File: src/bsio_pkg.sv
package bsio_pkg;

  // ----------------------------------------------------------------
  // I/O addresses
  // ----------------------------------------------------------------
  localparam logic [15:0] BSIO_ADDR_CTRL     = 16'h01d0;
  localparam logic [15:0] BSIO_ADDR_IDENT    = 16'h01d1;
  localparam logic [15:0] BSIO_ADDR_JUMPER   = 16'h01d2;
  localparam logic [15:0] BSIO_ADDR_XCVR     = 16'h01da;
  localparam logic [15:0] BSIO_ADDR_PORT4_LO = 16'h02e8;
  localparam logic [15:0] BSIO_ADDR_PORT4_HI = 16'h02ef;
  localparam logic [15:0] BSIO_ADDR_PORT3_LO = 16'h03e8;
  localparam logic [15:0] BSIO_ADDR_PORT3_HI = 16'h03ef;

  // ----------------------------------------------------------------
  // Field positions
  // ----------------------------------------------------------------
  localparam int BSIO_CTRL_LAMP_BIT    = 7;
  localparam int BSIO_CTRL_HEAT_BIT    = 5;
  localparam int BSIO_ID_GRADE_BIT     = 2;
  localparam int BSIO_JMP_VIDEO_BIT    = 6;
  localparam int BSIO_JMP_SYSTEM_BIT   = 5;
  localparam int BSIO_XC_P4_TX485_BIT  = 6;
  localparam int BSIO_XC_P4_RX_BIT     = 5;
  localparam int BSIO_XC_P4_TX422_BIT  = 4;
  localparam int BSIO_XC_P3_TX485_BIT  = 2;
  localparam int BSIO_XC_P3_RX_BIT     = 1;
  localparam int BSIO_XC_P3_TX422_BIT  = 0;

  // Writable bits of the transceiver register; others are reserved
  localparam logic [7:0] BSIO_XC_WMASK   = 8'h77;
  // Reserved bits read as this constant
  localparam logic [7:0] BSIO_RSVD_VALUE = 8'h00;

  // ----------------------------------------------------------------
  // Reset values
  // ----------------------------------------------------------------
  localparam logic       BSIO_LAMP_RESET = 1'b1;  // Lamp dark
  localparam logic [7:0] BSIO_XC_RESET   = 8'h00; // All drivers off

  // Compare pipeline depth of the heat monitor
  localparam int BSIO_HEAT_LATENCY = 1;

endpackage : bsio_pkg

File: src/bsio_heat_cmp.sv
`timescale 1ns/1ps

// Compares die temperature against the configured threshold every cycle
module bsio_heat_cmp
  import bsio_pkg::*;
#(
  parameter int TEMP_W = 8
) (
  // Clock and reset
  input  wire logic              clk,
  input  wire logic              rst,
  // Temperature and threshold
  input  wire logic [TEMP_W-1:0] die_temp,
  input  wire logic [TEMP_W-1:0] threshold,
  // Result
  output logic                   over_ff
);

  // ----------------------------------------------------------------
  // Registered compare, strictly above threshold counts as hot
  // ----------------------------------------------------------------
  always_ff @(posedge clk or posedge rst) begin
    if (rst) begin
      over_ff <= 1'b0;
    end else begin
      over_ff <= (die_temp > threshold);
    end
  end

endmodule : bsio_heat_cmp

File: src/bsio_regs.sv
`timescale 1ns/1ps

// Summary of operation
// - Control bit 7 drives lamp, low lights
// - Control bit 5 reads over-temperature, read-only
// - Temperature compared with threshold every cycle
// - Reserved bits have no effect when written
// - Identity register answers at 1D1h
// - Identity bits 7:3 hold fixed product code
// - Identity bit 2 gives temperature grade
// - Identity bits 1:0 hold fixed revision
// - Jumper bit 6 mirrors video firmware jumper
// - Jumper bit 5 mirrors system firmware jumper
// - Transceiver bit 6 enables port4 485 transmitter
// - Transceiver bit 5 enables port4 receiver
// - Transceiver bit 4 enables port4 422 transmitter
// - Transceiver bit 2 enables port3 485 transmitter
// - Transceiver bit 1 enables port3 receiver
// - Transceiver bit 0 enables port3 422 transmitter
// - Disabled peripheral ranges are not claimed
module bsio_regs
  import bsio_pkg::*;
#(
  parameter int         TEMP_W       = 8,
  parameter logic [4:0] PRODUCT_CODE = 5'h15, // Arbitrary value
  parameter logic [1:0] REVISION     = 2'h2   // Arbitrary value
) (
  // Clock and reset
  input  wire logic              CLOCK,
  input  wire logic              RST,
  // Host I/O cycle
  input  wire logic [15:0]       IO_ADDR,
  input  wire logic              IO_RD,
  input  wire logic              IO_WR,
  input  wire logic [7:0]        IO_WDATA,
  output logic      [7:0]        IO_RDATA,
  output logic                   IO_CLAIM,
  // Thermometer and configuration
  input  wire logic [TEMP_W-1:0] DIE_TEMP,
  input  wire logic [TEMP_W-1:0] HEAT_THRESHOLD,
  input  wire logic              WIDE_TEMP_GRADE,
  input  wire logic              PORT3_ENABLED,
  input  wire logic              PORT4_ENABLED,
  // Jumpers
  input  wire logic              VIDEO_FW_JUMPER,
  input  wire logic              SYSTEM_FW_JUMPER,
  // Lamp and transceiver enables
  output logic                   INDICATOR_LAMP_N,
  output logic                   PORT4_TX485_EN,
  output logic                   PORT4_RX_DIFF_EN,
  output logic                   PORT4_TX422_EN,
  output logic                   PORT3_TX485_EN,
  output logic                   PORT3_RX_DIFF_EN,
  output logic                   PORT3_TX422_EN
);

  // ----------------------------------------------------------------
  // Decode helpers
  // ----------------------------------------------------------------
  function automatic logic in_range(input logic [15:0] a, input logic [15:0] lo,
                                    input logic [15:0] hi);
    in_range = (a >= lo) && (a <= hi);
  endfunction : in_range

  function automatic logic own_reg(input logic [15:0] a);
    own_reg = (a == BSIO_ADDR_CTRL) || (a == BSIO_ADDR_IDENT) ||
              (a == BSIO_ADDR_JUMPER) || (a == BSIO_ADDR_XCVR);
  endfunction : own_reg

  logic             indicator_lamp_ctl_ff;
  logic [7:0]       xcvr_ff;
  logic             die_heat_flag;
  logic [7:0]       nxt_rdata;
  logic             nxt_claim;
  logic             wr_ctrl;
  logic             wr_xcvr;

  // ----------------------------------------------------------------
  // Temperature monitor
  // ----------------------------------------------------------------
  bsio_heat_cmp #(
    .TEMP_W    (TEMP_W)
  ) u_heat (
    .clk       (CLOCK),
    .rst       (RST),
    .die_temp  (DIE_TEMP),
    .threshold (HEAT_THRESHOLD),
    .over_ff   (die_heat_flag)
  );

  // Exact byte decode of the write strobes
  assign wr_ctrl = IO_WR && (IO_ADDR == BSIO_ADDR_CTRL);
  assign wr_xcvr = IO_WR && (IO_ADDR == BSIO_ADDR_XCVR);

  // ----------------------------------------------------------------
  // Writable state
  // ----------------------------------------------------------------
  // Only bit 7 of the control register is storage; the rest is dropped
  always_ff @(posedge CLOCK or posedge RST) begin
    if (RST) begin
      indicator_lamp_ctl_ff <= BSIO_LAMP_RESET;
    end else if (wr_ctrl) begin
      indicator_lamp_ctl_ff <= IO_WDATA[BSIO_CTRL_LAMP_BIT];
    end
  end

  // Reserved transceiver bits are masked so they never store
  always_ff @(posedge CLOCK or posedge RST) begin
    if (RST) begin
      xcvr_ff <= BSIO_XC_RESET;
    end else if (wr_xcvr) begin
      xcvr_ff <= IO_WDATA & BSIO_XC_WMASK;
    end
  end

  // Lamp pin is active low, so the stored bit drives it directly
  always_ff @(posedge CLOCK or posedge RST) begin
    if (RST) begin
      INDICATOR_LAMP_N <= BSIO_LAMP_RESET;
    end else begin
      INDICATOR_LAMP_N <= indicator_lamp_ctl_ff;
    end
  end

  // Transceiver enables, one flop each so outputs are glitch free
  always_ff @(posedge CLOCK or posedge RST) begin
    if (RST) begin
      PORT4_TX485_EN   <= 1'b0;
      PORT4_RX_DIFF_EN <= 1'b0;
      PORT4_TX422_EN   <= 1'b0;
      PORT3_TX485_EN   <= 1'b0;
      PORT3_RX_DIFF_EN <= 1'b0;
      PORT3_TX422_EN   <= 1'b0;
    end else begin
      PORT4_TX485_EN   <= xcvr_ff[BSIO_XC_P4_TX485_BIT];
      PORT4_RX_DIFF_EN <= xcvr_ff[BSIO_XC_P4_RX_BIT];
      PORT4_TX422_EN   <= xcvr_ff[BSIO_XC_P4_TX422_BIT];
      PORT3_TX485_EN   <= xcvr_ff[BSIO_XC_P3_TX485_BIT];
      PORT3_RX_DIFF_EN <= xcvr_ff[BSIO_XC_P3_RX_BIT];
      PORT3_TX422_EN   <= xcvr_ff[BSIO_XC_P3_TX422_BIT];
    end
  end

  // ----------------------------------------------------------------
  // Read mux and address claim
  // ----------------------------------------------------------------
  // Unmapped reads return the reserved constant
  always_comb begin
    nxt_rdata = BSIO_RSVD_VALUE;
    case (IO_ADDR)
      BSIO_ADDR_CTRL: begin
        nxt_rdata[BSIO_CTRL_LAMP_BIT] = indicator_lamp_ctl_ff;
        nxt_rdata[BSIO_CTRL_HEAT_BIT] = die_heat_flag;
      end
      BSIO_ADDR_IDENT: begin
        nxt_rdata = {PRODUCT_CODE, WIDE_TEMP_GRADE, REVISION};
      end
      BSIO_ADDR_JUMPER: begin
        nxt_rdata[BSIO_JMP_VIDEO_BIT]  = VIDEO_FW_JUMPER;
        nxt_rdata[BSIO_JMP_SYSTEM_BIT] = SYSTEM_FW_JUMPER;
      end
      BSIO_ADDR_XCVR: begin
        nxt_rdata = xcvr_ff;
      end
      default: begin
        nxt_rdata = BSIO_RSVD_VALUE;
      end
    endcase
  end

  // Serial ranges are released when their port is configured off
  always_comb begin
    nxt_claim = own_reg(IO_ADDR) ||
                (PORT3_ENABLED && in_range(IO_ADDR, BSIO_ADDR_PORT3_LO,
                                           BSIO_ADDR_PORT3_HI)) ||
                (PORT4_ENABLED && in_range(IO_ADDR, BSIO_ADDR_PORT4_LO,
                                           BSIO_ADDR_PORT4_HI));
  end

  // Read data is registered; it appears one cycle after the read strobe
  always_ff @(posedge CLOCK or posedge RST) begin
    if (RST) begin
      IO_RDATA <= BSIO_RSVD_VALUE;
    end else if (IO_RD) begin
      IO_RDATA <= nxt_rdata;
    end
  end

  // Claim is a registered response to any strobed cycle at an own register or an enabled serial range
  always_ff @(posedge CLOCK or posedge RST) begin
    if (RST) begin
      IO_CLAIM <= 1'b0;
    end else begin
      IO_CLAIM <= (IO_RD || IO_WR) && nxt_claim;
    end
  end

  // ----------------------------------------------------------------
  // Checks
  // ----------------------------------------------------------------
  property p_lamp;
    @(posedge CLOCK) disable iff (RST)
      wr_ctrl |-> ##2 (INDICATOR_LAMP_N == $past(IO_WDATA[BSIO_CTRL_LAMP_BIT], 2));
  endproperty
  a_lamp: assert property (p_lamp) else $error("lamp not following write");

  property p_heat_rd;
    @(posedge CLOCK) disable iff (RST)
      (IO_RD && IO_ADDR == BSIO_ADDR_CTRL) |=> (IO_RDATA[5] == $past(die_heat_flag));
  endproperty
  a_heat_rd: assert property (p_heat_rd) else $error("heat flag read wrong");

  property p_heat_cmp;
    @(posedge CLOCK) disable iff (RST)
      1'b1 |=> (die_heat_flag == ($past(DIE_TEMP) > $past(HEAT_THRESHOLD)));
  endproperty
  a_heat_cmp: assert property (p_heat_cmp) else $error("heat compare wrong");

  property p_rsvd;
    @(posedge CLOCK) disable iff (RST)
      wr_xcvr |=> (xcvr_ff[7] == 1'b0) && (xcvr_ff[3] == 1'b0);
  endproperty
  a_rsvd: assert property (p_rsvd) else $error("reserved bit stored");

  property p_ident;
    @(posedge CLOCK) disable iff (RST)
      (IO_RD && IO_ADDR == BSIO_ADDR_IDENT) |=>
        (IO_RDATA[7:3] == PRODUCT_CODE) && (IO_RDATA[1:0] == REVISION) &&
        (IO_RDATA[2] == $past(WIDE_TEMP_GRADE));
  endproperty
  a_ident: assert property (p_ident) else $error("identity read wrong");

  property p_jumper;
    @(posedge CLOCK) disable iff (RST)
      (IO_RD && IO_ADDR == BSIO_ADDR_JUMPER) |=>
        (IO_RDATA == {1'b0, $past(VIDEO_FW_JUMPER), $past(SYSTEM_FW_JUMPER), 5'h00});
  endproperty
  a_jumper: assert property (p_jumper) else $error("jumper read wrong");

  property p_p4tx;
    @(posedge CLOCK) disable iff (RST)
      wr_xcvr |-> ##2 (PORT4_TX485_EN == $past(IO_WDATA[6], 2)) &&
                      (PORT3_TX422_EN == $past(IO_WDATA[0], 2));
  endproperty
  a_p4tx: assert property (p_p4tx) else $error("transceiver enable wrong");

  property p_release;
    @(posedge CLOCK) disable iff (RST)
      (IO_RD && !PORT3_ENABLED && IO_ADDR == BSIO_ADDR_PORT3_LO) |=> !IO_CLAIM;
  endproperty
  a_release: assert property (p_release) else $error("disabled range claimed");

  property p_unmapped;
    @(posedge CLOCK) disable iff (RST)
      (IO_RD && IO_ADDR == 16'h01d3) |=> (IO_RDATA == BSIO_RSVD_VALUE) && !IO_CLAIM;
  endproperty
  a_unmapped: assert property (p_unmapped) else $error("neighbour byte decoded");

  property p_lamp_rd;
    @(posedge CLOCK) disable iff (RST)
      (IO_RD && IO_ADDR == BSIO_ADDR_CTRL) |=>
        (IO_RDATA[BSIO_CTRL_LAMP_BIT] == INDICATOR_LAMP_N);
  endproperty
  a_lamp_rd: assert property (p_lamp_rd) else $error("lamp readback wrong");

  property p_ctrl_rsvd;
    @(posedge CLOCK) disable iff (RST)
      (IO_RD && IO_ADDR == BSIO_ADDR_CTRL) |=>
        (IO_RDATA[6] == 1'b0) && (IO_RDATA[4:0] == 5'h00);
  endproperty
  a_ctrl_rsvd: assert property (p_ctrl_rsvd) else $error("control reserved bit set");

  property p_heat_ro;
    @(posedge CLOCK) disable iff (RST)
      (wr_ctrl && IO_WDATA[BSIO_CTRL_HEAT_BIT] && !(DIE_TEMP > HEAT_THRESHOLD)) |=>
        !die_heat_flag;
  endproperty
  a_heat_ro: assert property (p_heat_ro) else $error("heat flag taken from write");

  property p_ident_claim;
    @(posedge CLOCK) disable iff (RST)
      (IO_RD && IO_ADDR == BSIO_ADDR_IDENT) |=> IO_CLAIM;
  endproperty
  a_ident_claim: assert property (p_ident_claim) else $error("identity not claimed");

  property p_grade;
    @(posedge CLOCK) disable iff (RST)
      (IO_RD && IO_ADDR == BSIO_ADDR_IDENT) |=>
        (IO_RDATA[BSIO_ID_GRADE_BIT] == $past(WIDE_TEMP_GRADE));
  endproperty
  a_grade: assert property (p_grade) else $error("grade bit wrong");

  property p_rev;
    @(posedge CLOCK) disable iff (RST)
      (IO_RD && IO_ADDR == BSIO_ADDR_IDENT) |=> (IO_RDATA[1:0] == REVISION);
  endproperty
  a_rev: assert property (p_rev) else $error("revision field wrong");

  property p_sysjmp;
    @(posedge CLOCK) disable iff (RST)
      (IO_RD && IO_ADDR == BSIO_ADDR_JUMPER) |=>
        (IO_RDATA[BSIO_JMP_SYSTEM_BIT] == $past(SYSTEM_FW_JUMPER));
  endproperty
  a_sysjmp: assert property (p_sysjmp) else $error("system jumper bit wrong");

  property p_p4rx;
    @(posedge CLOCK) disable iff (RST)
      wr_xcvr |-> ##2 (PORT4_RX_DIFF_EN == $past(IO_WDATA[BSIO_XC_P4_RX_BIT], 2));
  endproperty
  a_p4rx: assert property (p_p4rx) else $error("port4 receiver enable wrong");

  property p_p4tx422;
    @(posedge CLOCK) disable iff (RST)
      wr_xcvr |-> ##2 (PORT4_TX422_EN == $past(IO_WDATA[BSIO_XC_P4_TX422_BIT], 2));
  endproperty
  a_p4tx422: assert property (p_p4tx422) else $error("port4 422 enable wrong");

  property p_p3tx485;
    @(posedge CLOCK) disable iff (RST)
      wr_xcvr |-> ##2 (PORT3_TX485_EN == $past(IO_WDATA[BSIO_XC_P3_TX485_BIT], 2));
  endproperty
  a_p3tx485: assert property (p_p3tx485) else $error("port3 485 enable wrong");

  property p_p3rx;
    @(posedge CLOCK) disable iff (RST)
      wr_xcvr |-> ##2 (PORT3_RX_DIFF_EN == $past(IO_WDATA[BSIO_XC_P3_RX_BIT], 2));
  endproperty
  a_p3rx: assert property (p_p3rx) else $error("port3 receiver enable wrong");

  property p_p3tx422;
    @(posedge CLOCK) disable iff (RST)
      wr_xcvr |-> ##2 (PORT3_TX422_EN == $past(IO_WDATA[BSIO_XC_P3_TX422_BIT], 2));
  endproperty
  a_p3tx422: assert property (p_p3tx422) else $error("port3 422 enable wrong");

  property p_p4_release;
    @(posedge CLOCK) disable iff (RST)
      (IO_RD && !PORT4_ENABLED && IO_ADDR == BSIO_ADDR_PORT4_LO) |=> !IO_CLAIM;
  endproperty
  a_p4_release: assert property (p_p4_release) else $error("port4 range claimed");

  property p_claim_reg;
    @(posedge CLOCK) disable iff (RST)
      ((IO_RD || IO_WR) && IO_ADDR == BSIO_ADDR_XCVR) |=> IO_CLAIM;
  endproperty
  a_claim_reg: assert property (p_claim_reg) else $error("register not claimed");

  property p_rdata_hold;
    @(posedge CLOCK) disable iff (RST)
      !IO_RD |=> $stable(IO_RDATA);
  endproperty
  a_rdata_hold: assert property (p_rdata_hold) else $error("read data moved");

  property p_lamp_hold;
    @(posedge CLOCK) disable iff (RST)
      !wr_ctrl |=> $stable(indicator_lamp_ctl_ff);
  endproperty
  a_lamp_hold: assert property (p_lamp_hold) else $error("lamp bit moved");

endmodule : bsio_regs

File: config.mk
export PLATFORM = sky130hd
export DESIGN_NAME = bsio_regs
export DESIGN_NICKNAME = d
export VERILOG_FILES = /design/src/bsio_pkg.sv /design/src/bsio_heat_cmp.sv /design/src/bsio_regs.sv
export SDC_FILE = /design/constraint.sdc
export NUM_CORES = 1
export LEC_CHECK = 0
export BUFFER_PORTS_ARGS = -buffer_cell sky130_fd_sc_hd__buf_2
export CAP_MARGIN = 20
export CORE_MARGIN = 2
export CORE_UTILIZATION = 48
export CTS_CLUSTER_DIAMETER = 80
export DETAILED_ROUTE_END_ITERATION = 12
export GPL_ROUTABILITY_DRIVEN = 0
export GPL_TIMING_DRIVEN = 0
export PLACE_DENSITY_LB_ADDON = 0.08
export SYNTH_ARGS = -nofsm -noshare
export SYNTH_HDL_FRONTEND = slang
export SYNTH_SLANG_ARGS = --single-unit
File: constraint.sdc
create_clock -name CLOCK -period 2.2 [get_ports CLOCK]
set_clock_uncertainty 0.2 [all_clocks]
set_input_delay 0.22 -clock CLOCK [delete_from_list [all_inputs] [get_ports CLOCK]]
set_output_delay 0.22 -clock CLOCK [all_outputs]
set_load 0.05 [all_outputs]
==> impl_results.md, run 1 <==
* Worst setup path class: in2reg
* Synth Instances at 107
* Combined global-route utilization of all metal layers at 0.202
* Hold Violations, Final at 0
* Final clock period utilization by the worst path at 0.936
* Max Clk Rate at 485 MHz
* Class of the tightest hold or removal check: in2reg
* Number of design-rule violations left by the first detailed-router iteration at 3
* Number of sinks driven by the clock tree at 24
* CTS tree: built
* Mean routed wirelength per cell at about 14 um
* Insertion delay of the later-clocked pin in the worst-skew pair at 310 ps
* Area fraction in compound gates after synthesis at 0.125
* Flip-flop cell with the highest count after synthesis: sky130_fd_sc_hd__dfrtp_1
* Commonest cells in the netlist: sky130_fd_sc_hd__dfrtp_1 (22), sky130_fd_sc_hd__inv_1 (18), sky130_fd_sc_hd__o21ai_0 (9)
* Cts bufs inserted at 3
* IO Count at between 60 and 70
* ANT nets after route at 0
* Number of buffer cells added on primary ports at 62
* Grt total ovfl at 0
* Area growth from synthesis to final layout at 37.9%
* Max capacitance violation total at 0
* Final min period at between 2000 and 2500 ps
* Simple-gate share of the synthesized area at 0.124
* Via count at 1091
* Die width at 55.0 um
* Post-synthesis sequential area ratio at 0.482
* Count of unique library cells instantiated by Yosys at 36
* Pin count of the biggest net entering global routing at 25
* Worst vdd ir at 386 uV
* Effective utilization at floorplan at 0.505
* Post-synthesis xor/xnor area fraction at 0
* Hold Slack at 8.37 ps
* Row cnt at 18
* Largest cells by area after synthesis: sky130_fd_sc_hd__dfrtp_1 (44%), sky130_fd_sc_hd__ha_1 (8.0%), sky130_fd_sc_hd__mux2_4 (7.2%)
* Cell Area, Placed at 1600 um2
* Setup repair after global routing missed its margin: false
* Number of antenna violations at the first check in global routing at 0
* Yosys warns at 0
* Post-CTS Hold Fix Bufs at 10
* Buffer count from post-CTS setup fixing at 0
* Status: finished clean
* EDFF count, synth at 0
* Area share of the leading cell type in the synthesized netlist at 0.440
* Data arrival, critical path at 2060 ps
* Resize count post-CTS at 0
* Vias in the first global route at 1014
* Final HPWL DP at 2240 um
* Buffer cell driving the clock tree root: sky130_fd_sc_hd__clkbuf_4
* Number of slew-limit violations in the final report at 0
* H-tree level count at 1
* Cell area after layout at between 1500 and 2000 um2
* Post-synthesis average cell area at 11.7 um2
* Required time of the critical path at 2200 ps
* Critical path startpoint category: primary input
* DIE AREA at 3030 um2
* Leakage power summed over all cells at 0.000949 uW
* Share of final-layout standard cells stronger than drive strength 1 at 0.454
* Wire length after detailed routing at 2900 um
* Worst Setup End Kind: flop
* CP Max Fanout at 10
* Cell Area, Synth at 1250 um2
* Adder-Cell Fraction of Synth Area at 0.0801
* Worst-margin pin slew at approximately 900 ps
* Post-DR vias/cell at 5.12
* Multiplexer share of the synthesized area at 0.107
* Area of the core at 2480 um2
* Main combinational cell family by area after synthesis: compound AO/OA/AOI/OAI gates
* Cell taking the most area after synthesis: sky130_fd_sc_hd__dfrtp_1
* TNS Setup at 0 ps
* Normalized max-slew margin at 0.401
* Power Dens Cells at 440 nW/um2
* Total inserted antenna cells at 0
* Power, Total at 759 uW
* Flop and latch count out of synthesis at 24
* Detailed Routing Iterations Pass 1 at 4
* Nets@finish at roughly 240
* Largest buffer count on any clock path at 2
* Final Setup Violations at 0
* Async SR Flop Fraction at 1.00
* Reg clk slew, reported paths at 120 ps
* Post-route DRC violation count at 0
* Die Y at about 55 um
* Post-synth net total at 164
* Most used standard cell by instance count after synthesis: sky130_fd_sc_hd__dfrtp_1
* First-pass GRT wire length at 4260 um
## layout by cell type (no fill, tap or decap), types with 2 or more instances in the layout
master | Yosys | final
sky130_fd_sc_hd__o21ai_0 | 9 | 9
sky130_fd_sc_hd__inv_1 | 18 | 18
sky130_fd_sc_hd__nand4b_1 | 2 | 2
sky130_fd_sc_hd__dlygate4sd3_1 | 0 | 10
sky130_fd_sc_hd__a32o_1 | 2 | 2
sky130_fd_sc_hd__mux2_4 | 6 | 6
sky130_fd_sc_hd__clkbuf_4 | 0 | 3
sky130_fd_sc_hd__and4_1 | 2 | 2
sky130_fd_sc_hd__dfrtp_1 | 22 | 22
sky130_fd_sc_hd__buf_2 | 0 | 62
sky130_fd_sc_hd__ha_1 | 8 | 8
sky130_fd_sc_hd__nand3_1 | 2 | 2
sky130_fd_sc_hd__dfstp_2 | 2 | 2
sky130_fd_sc_hd__mux2_2 | 3 | 3
sky130_fd_sc_hd__nand4_1 | 4 | 4
sky130_fd_sc_hd__a21oi_1 | 3 | 3
sky130_fd_sc_hd__clkbuf_1 | 2 | 3
## worst paths after layout
path,start,endpoint,slack [ps],depth (start not counted)
max reg2reg,xcvr_ff[5],IO_RDATA[5],920,4
max in group asynchronous,RST,IO_RDATA[0],820,3
min reg2reg,indicator_lamp_ctl_ff,INDICATOR_LAMP_N,180,0
max,IO_ADDR[12],xcvr_ff[2],140,8
min in group asynchronous,RST,IO_RDATA[6],430,3
min,HEAT_THRESHOLD[0],u_heat.over_ff,8,3
## worst max-delay path, cell delays in order
cell	delay (ps)
sky130_fd_sc_hd__dlygate4sd3_1	530
sky130_fd_sc_hd__buf_2	120
sky130_fd_sc_hd__nor4_2	150
sky130_fd_sc_hd__and4_1	260
sky130_fd_sc_hd__buf_6	150
sky130_fd_sc_hd__and3_4	190
sky130_fd_sc_hd__buf_8	130
sky130_fd_sc_hd__mux2_4	300
## sequential cells by signal, indices dropped and copies added, names as in the netlist
name and flops:
IO_RDATA 8, xcvr_ff 6, INDICATOR_LAMP_N 1, IO_CLAIM 1, PORT3_RX_DIFF_EN 1, PORT3_TX422_EN 1
PORT3_TX485_EN 1, PORT4_RX_DIFF_EN 1, PORT4_TX422_EN 1, PORT4_TX485_EN 1, indicator_lamp_ctl_ff 1, u_heat.over_ff 1
## per-layer routing
layer,up-vias,track usage,share of wire
li1,531,-,-
met1,520,0.230,0.37
met2,36,0.377,0.57
met3,4,0.0323,0.049
met4,0,0.0732,0.0093
met5,-,0,0
## report_power, final
part           switching [uW]  leakage [uW]  internal [uW]
Combinational            55.8      0.000607           66.6
Clock                     122     0.0000150           70.7
Sequential              0.570      0.000326            444
Total                     178      0.000949            581
## area by class of cell
class | count | area (um2)
Multi-Input combinational cell | 61 | 546
Tap cell | 30 | 37.5
Timing Repair Buffer | 72 | 410
Buffer | 4 | 33.8
Clock buffer | 4 | 26.3
Inverter | 18 | 67.6
Sequential cell | 24 | 603
Fill cell | 204 | 753
## cells by family after synthesis
group | count (synthesis)
flops | 24
simple gates | 20
compound gates | 23
mux | 10
fa+ha+maj | 8
buf+inv | 22
## per-stage QoR
stage | setup WS, ps | util | cells
final | 140 | 0.696 | 213
after global routing | 102 | 0.696 | 213
after CTS | 182 | 0.696 | 213
after detailed placement | 229 | 0.645 | 199
after global placement | 272 | 0.645 | 199
after floorplan | 457 | - | 107
(Power assumes the default switching activity.)
==> run 2: changes to the inputs <==
--- a/config.mk
+++ b/config.mk
@@ -13,7 +13,9 @@
 export DETAILED_ROUTE_END_ITERATION = 12
 export GPL_ROUTABILITY_DRIVEN = 0
 export GPL_TIMING_DRIVEN = 0
+export MAX_ROUTING_LAYER = met4
 export PLACE_DENSITY_LB_ADDON = 0.08
+export SKIP_LAST_GASP = 1
 export SYNTH_ARGS = -nofsm -noshare
 export SYNTH_HDL_FRONTEND = slang
 export SYNTH_SLANG_ARGS = --single-unit
==> run 2 against run 1 <==
  * Via count grew 0.55%
  * Final cell count is the same
  * Sequential cell count did not move
  * Worst setup slack got worse by 2.2 ps
  * Sequential power barely moved
  * Wire length is 0.59% higher
  * First-iteration DRC count did not move
  * Clock power about the same
  * Worst hold slack better by 2.2 ps
  * Final area did not move
  * Largest cell class unchanged
  * Largest power group unchanged
==> impl_results.md, run 2 (synthesis results as in run 1) <==
* Final HPWL DP at 2240 um (unchanged)
* Data arrival, critical path at 2060 ps (about the same)
* Number of design-rule violations left by the first detailed-router iteration at 3 (unchanged)
* Buffer count from post-CTS setup fixing at 0 (unchanged)
* Number of antenna violations at the first check in global routing at 0 (unchanged)
* Worst Min Path Start: HEAT_THRESHOLD[0]
* Required time of the critical path at 2200 ps (about the same)
* Hold-critical path depth at 3 (unchanged)
* Status: finished clean
* Grt total ovfl at 0 (unchanged)
* H-tree level count at 1 (unchanged)
* Setup slack, reg-to-reg at 920 ps (about the same)
* Worst vdd ir at 386 uV (about the same)
* Normalized max-slew margin at 0.390 (-0.0116)
* DIE AREA at 3030 um2 (unchanged)
* Max reg flops at 8 (unchanged)
* Number of sinks driven by the clock tree at 24 (unchanged)
* Number of buffer cells added on primary ports at 62 (unchanged)
* Buffer cell driving the clock tree root: sky130_fd_sc_hd__clkbuf_4
* Largest buffer count on any clock path at 2 (unchanged)
* Combined global-route utilization of all metal layers at 0.207 (+0.00510)
* Worst-margin pin slew at 915 ps (+17.5 ps)
* Setup repair after global routing missed its margin: false
* Final Setup Violations at 0 (unchanged)
* Die width at 55.0 um (unchanged)
* Hold Violations, Final at 0 (unchanged)
* Area of the core at 2480 um2 (unchanged)
* Worst Setup End Kind: flop
* Area growth from synthesis to final layout at 37.9% (unchanged)
* Leakage power summed over all cells at 0.000949 uW (unchanged)
* Detailed Routing Iterations Pass 1 at 4 (unchanged)
* Vias in the first global route at 1013 (-0.099%)
* Pin count of the biggest net entering global routing at 25 (unchanged)
* Number of slew-limit violations in the final report at 0 (unchanged)
* Insertion delay of the later-clocked pin in the worst-skew pair at 300 ps (about the same)
* Post-DR vias/cell at 5.15 (+0.55%)
* Largest registers ranked by flip-flop count: IO_RDATA (8), xcvr_ff (6)
* Die Y at 55.0 um (unchanged)
* Worst reg2reg startpoint: xcvr_ff[5]
* Effective utilization at floorplan at 0.505 (unchanged)
* Post-CTS Hold Fix Bufs at 10 (unchanged)
* First-pass GRT wire length at 4260 um (-0.16%)
* Max Clk Rate at 485 MHz (-0.11%)
* CTS tree: built
* Power Dens Cells at 440 nW/um2 (about the same)
* CP Max Fanout at 10 (unchanged)
* Class of the tightest hold or removal check: in2reg
* R2R depth at 4 (unchanged)
* Share of final-layout standard cells stronger than drive strength 1 at 0.454 (unchanged)
* Critical path startpoint category: primary input
* End point of the worst hold path: u_heat.over_ff
* IO Count at 65 (unchanged)
* Final Core Density at 0.696 (unchanged)
* End of the worst register-to-register path: IO_RDATA[5]
* Row cnt at 18 (unchanged)
* Post-route DRC violation count at 0 (unchanged)
* Most frequent cells in the layout: sky130_fd_sc_hd__buf_2 (62), sky130_fd_sc_hd__dfrtp_1 (22), sky130_fd_sc_hd__inv_1 (18)
* Via count at 1097 (+0.55%)
* Max capacitance violation total at 0 (unchanged)
* Register with the most flip-flops: IO_RDATA
* Resize count post-CTS at 0 (unchanged)
* Nets@finish at 241 (unchanged)
* Reg clk slew, reported paths at 120 ps (about the same)
* Final clock period utilization by the worst path at 0.937 (+0.00102)
* Final min period at 2060 ps (+2.24 ps)
* Cts bufs inserted at 3 (unchanged)
* TNS Setup at 0 ps (unchanged)
* Commonest non-fill, non-tap cell in the layout: sky130_fd_sc_hd__buf_2
* Total inserted antenna cells at 0 (unchanged)
* Worst setup path class: in2reg
* ANT nets after route at 0 (unchanged)
* Mean routed wirelength per cell at 13.7 um (+0.59%)
* Wire length after detailed routing at 2920 um (+0.59%)
[run 2: per-stage QoR]
step | area [um2] | hold slack [ps] | total power [uW] | setup WS (ps) | cells
2_1_floorplan | 1250 | 33.1 | 503 | 457 | 107
4_1_cts | 1720 | 8.09 | 768 | 182 | 213
3_5_place_dp | 1600 | 169 | 563 | 229 | 199
3_3_place_gp | 1600 | 167 | 555 | 272 | 199
6_report | 1720 | 10.6 | 758 | 138 | 213
5_1_grt | 1720 | 17.1 | 798 | 102 | 213
[run 2: per-layer routing]
layer,vias to the layer above,routed length (um),track usage
met5,-,0,-
li1,534,-,-
met1,520,1080,0.227
met3,2,158,0.0323
met2,41,1650,0.379
met4,0,19,0.0732
[run 2: report_power, final]
| part | total, uW | internal [uW] | switching [uW] |
|---|---|---|---|
| registers | 444 | 444 | 0.597 |
| clock network | 191 | 70.6 | 121 |
| logic | 123 | 66.6 | 56.0 |
| total | 758 | 581 | 177 |
[run 2: worst max path at each step]
stage	start	end	slack [ps]	depth (start not counted)
floorplan	IO_ADDR[11]	xcvr_ff[0]	460	6
finish	IO_ADDR[12]	xcvr_ff[2]	140	8
global placement	IO_ADDR[11]	xcvr_ff[2]	270	7
global route	IO_ADDR[12]	xcvr_ff[2]	100	8
CTS	IO_ADDR[12]	xcvr_ff[2]	180	8
detailed placement	IO_ADDR[11]	xcvr_ff[2]	230	7
[run 2: critical path: stages]
cell	delay [ps]
sky130_fd_sc_hd__dlygate4sd3_1	530
sky130_fd_sc_hd__buf_2	120
sky130_fd_sc_hd__nor4_2	150
sky130_fd_sc_hd__and4_1	260
sky130_fd_sc_hd__buf_6	150
sky130_fd_sc_hd__and3_4	190
sky130_fd_sc_hd__buf_8	130
sky130_fd_sc_hd__mux2_4	300
[run 2: layout make-up]
type | instances | area (um2)
buffer | 4 | 33.8
tap | 30 | 37.5
clock buffer | 4 | 26.3
inverter | 18 | 67.6
sequential | 24 | 603
fill | 204 | 753
multi-input combinational | 61 | 546
timing repair buffer | 72 | 410
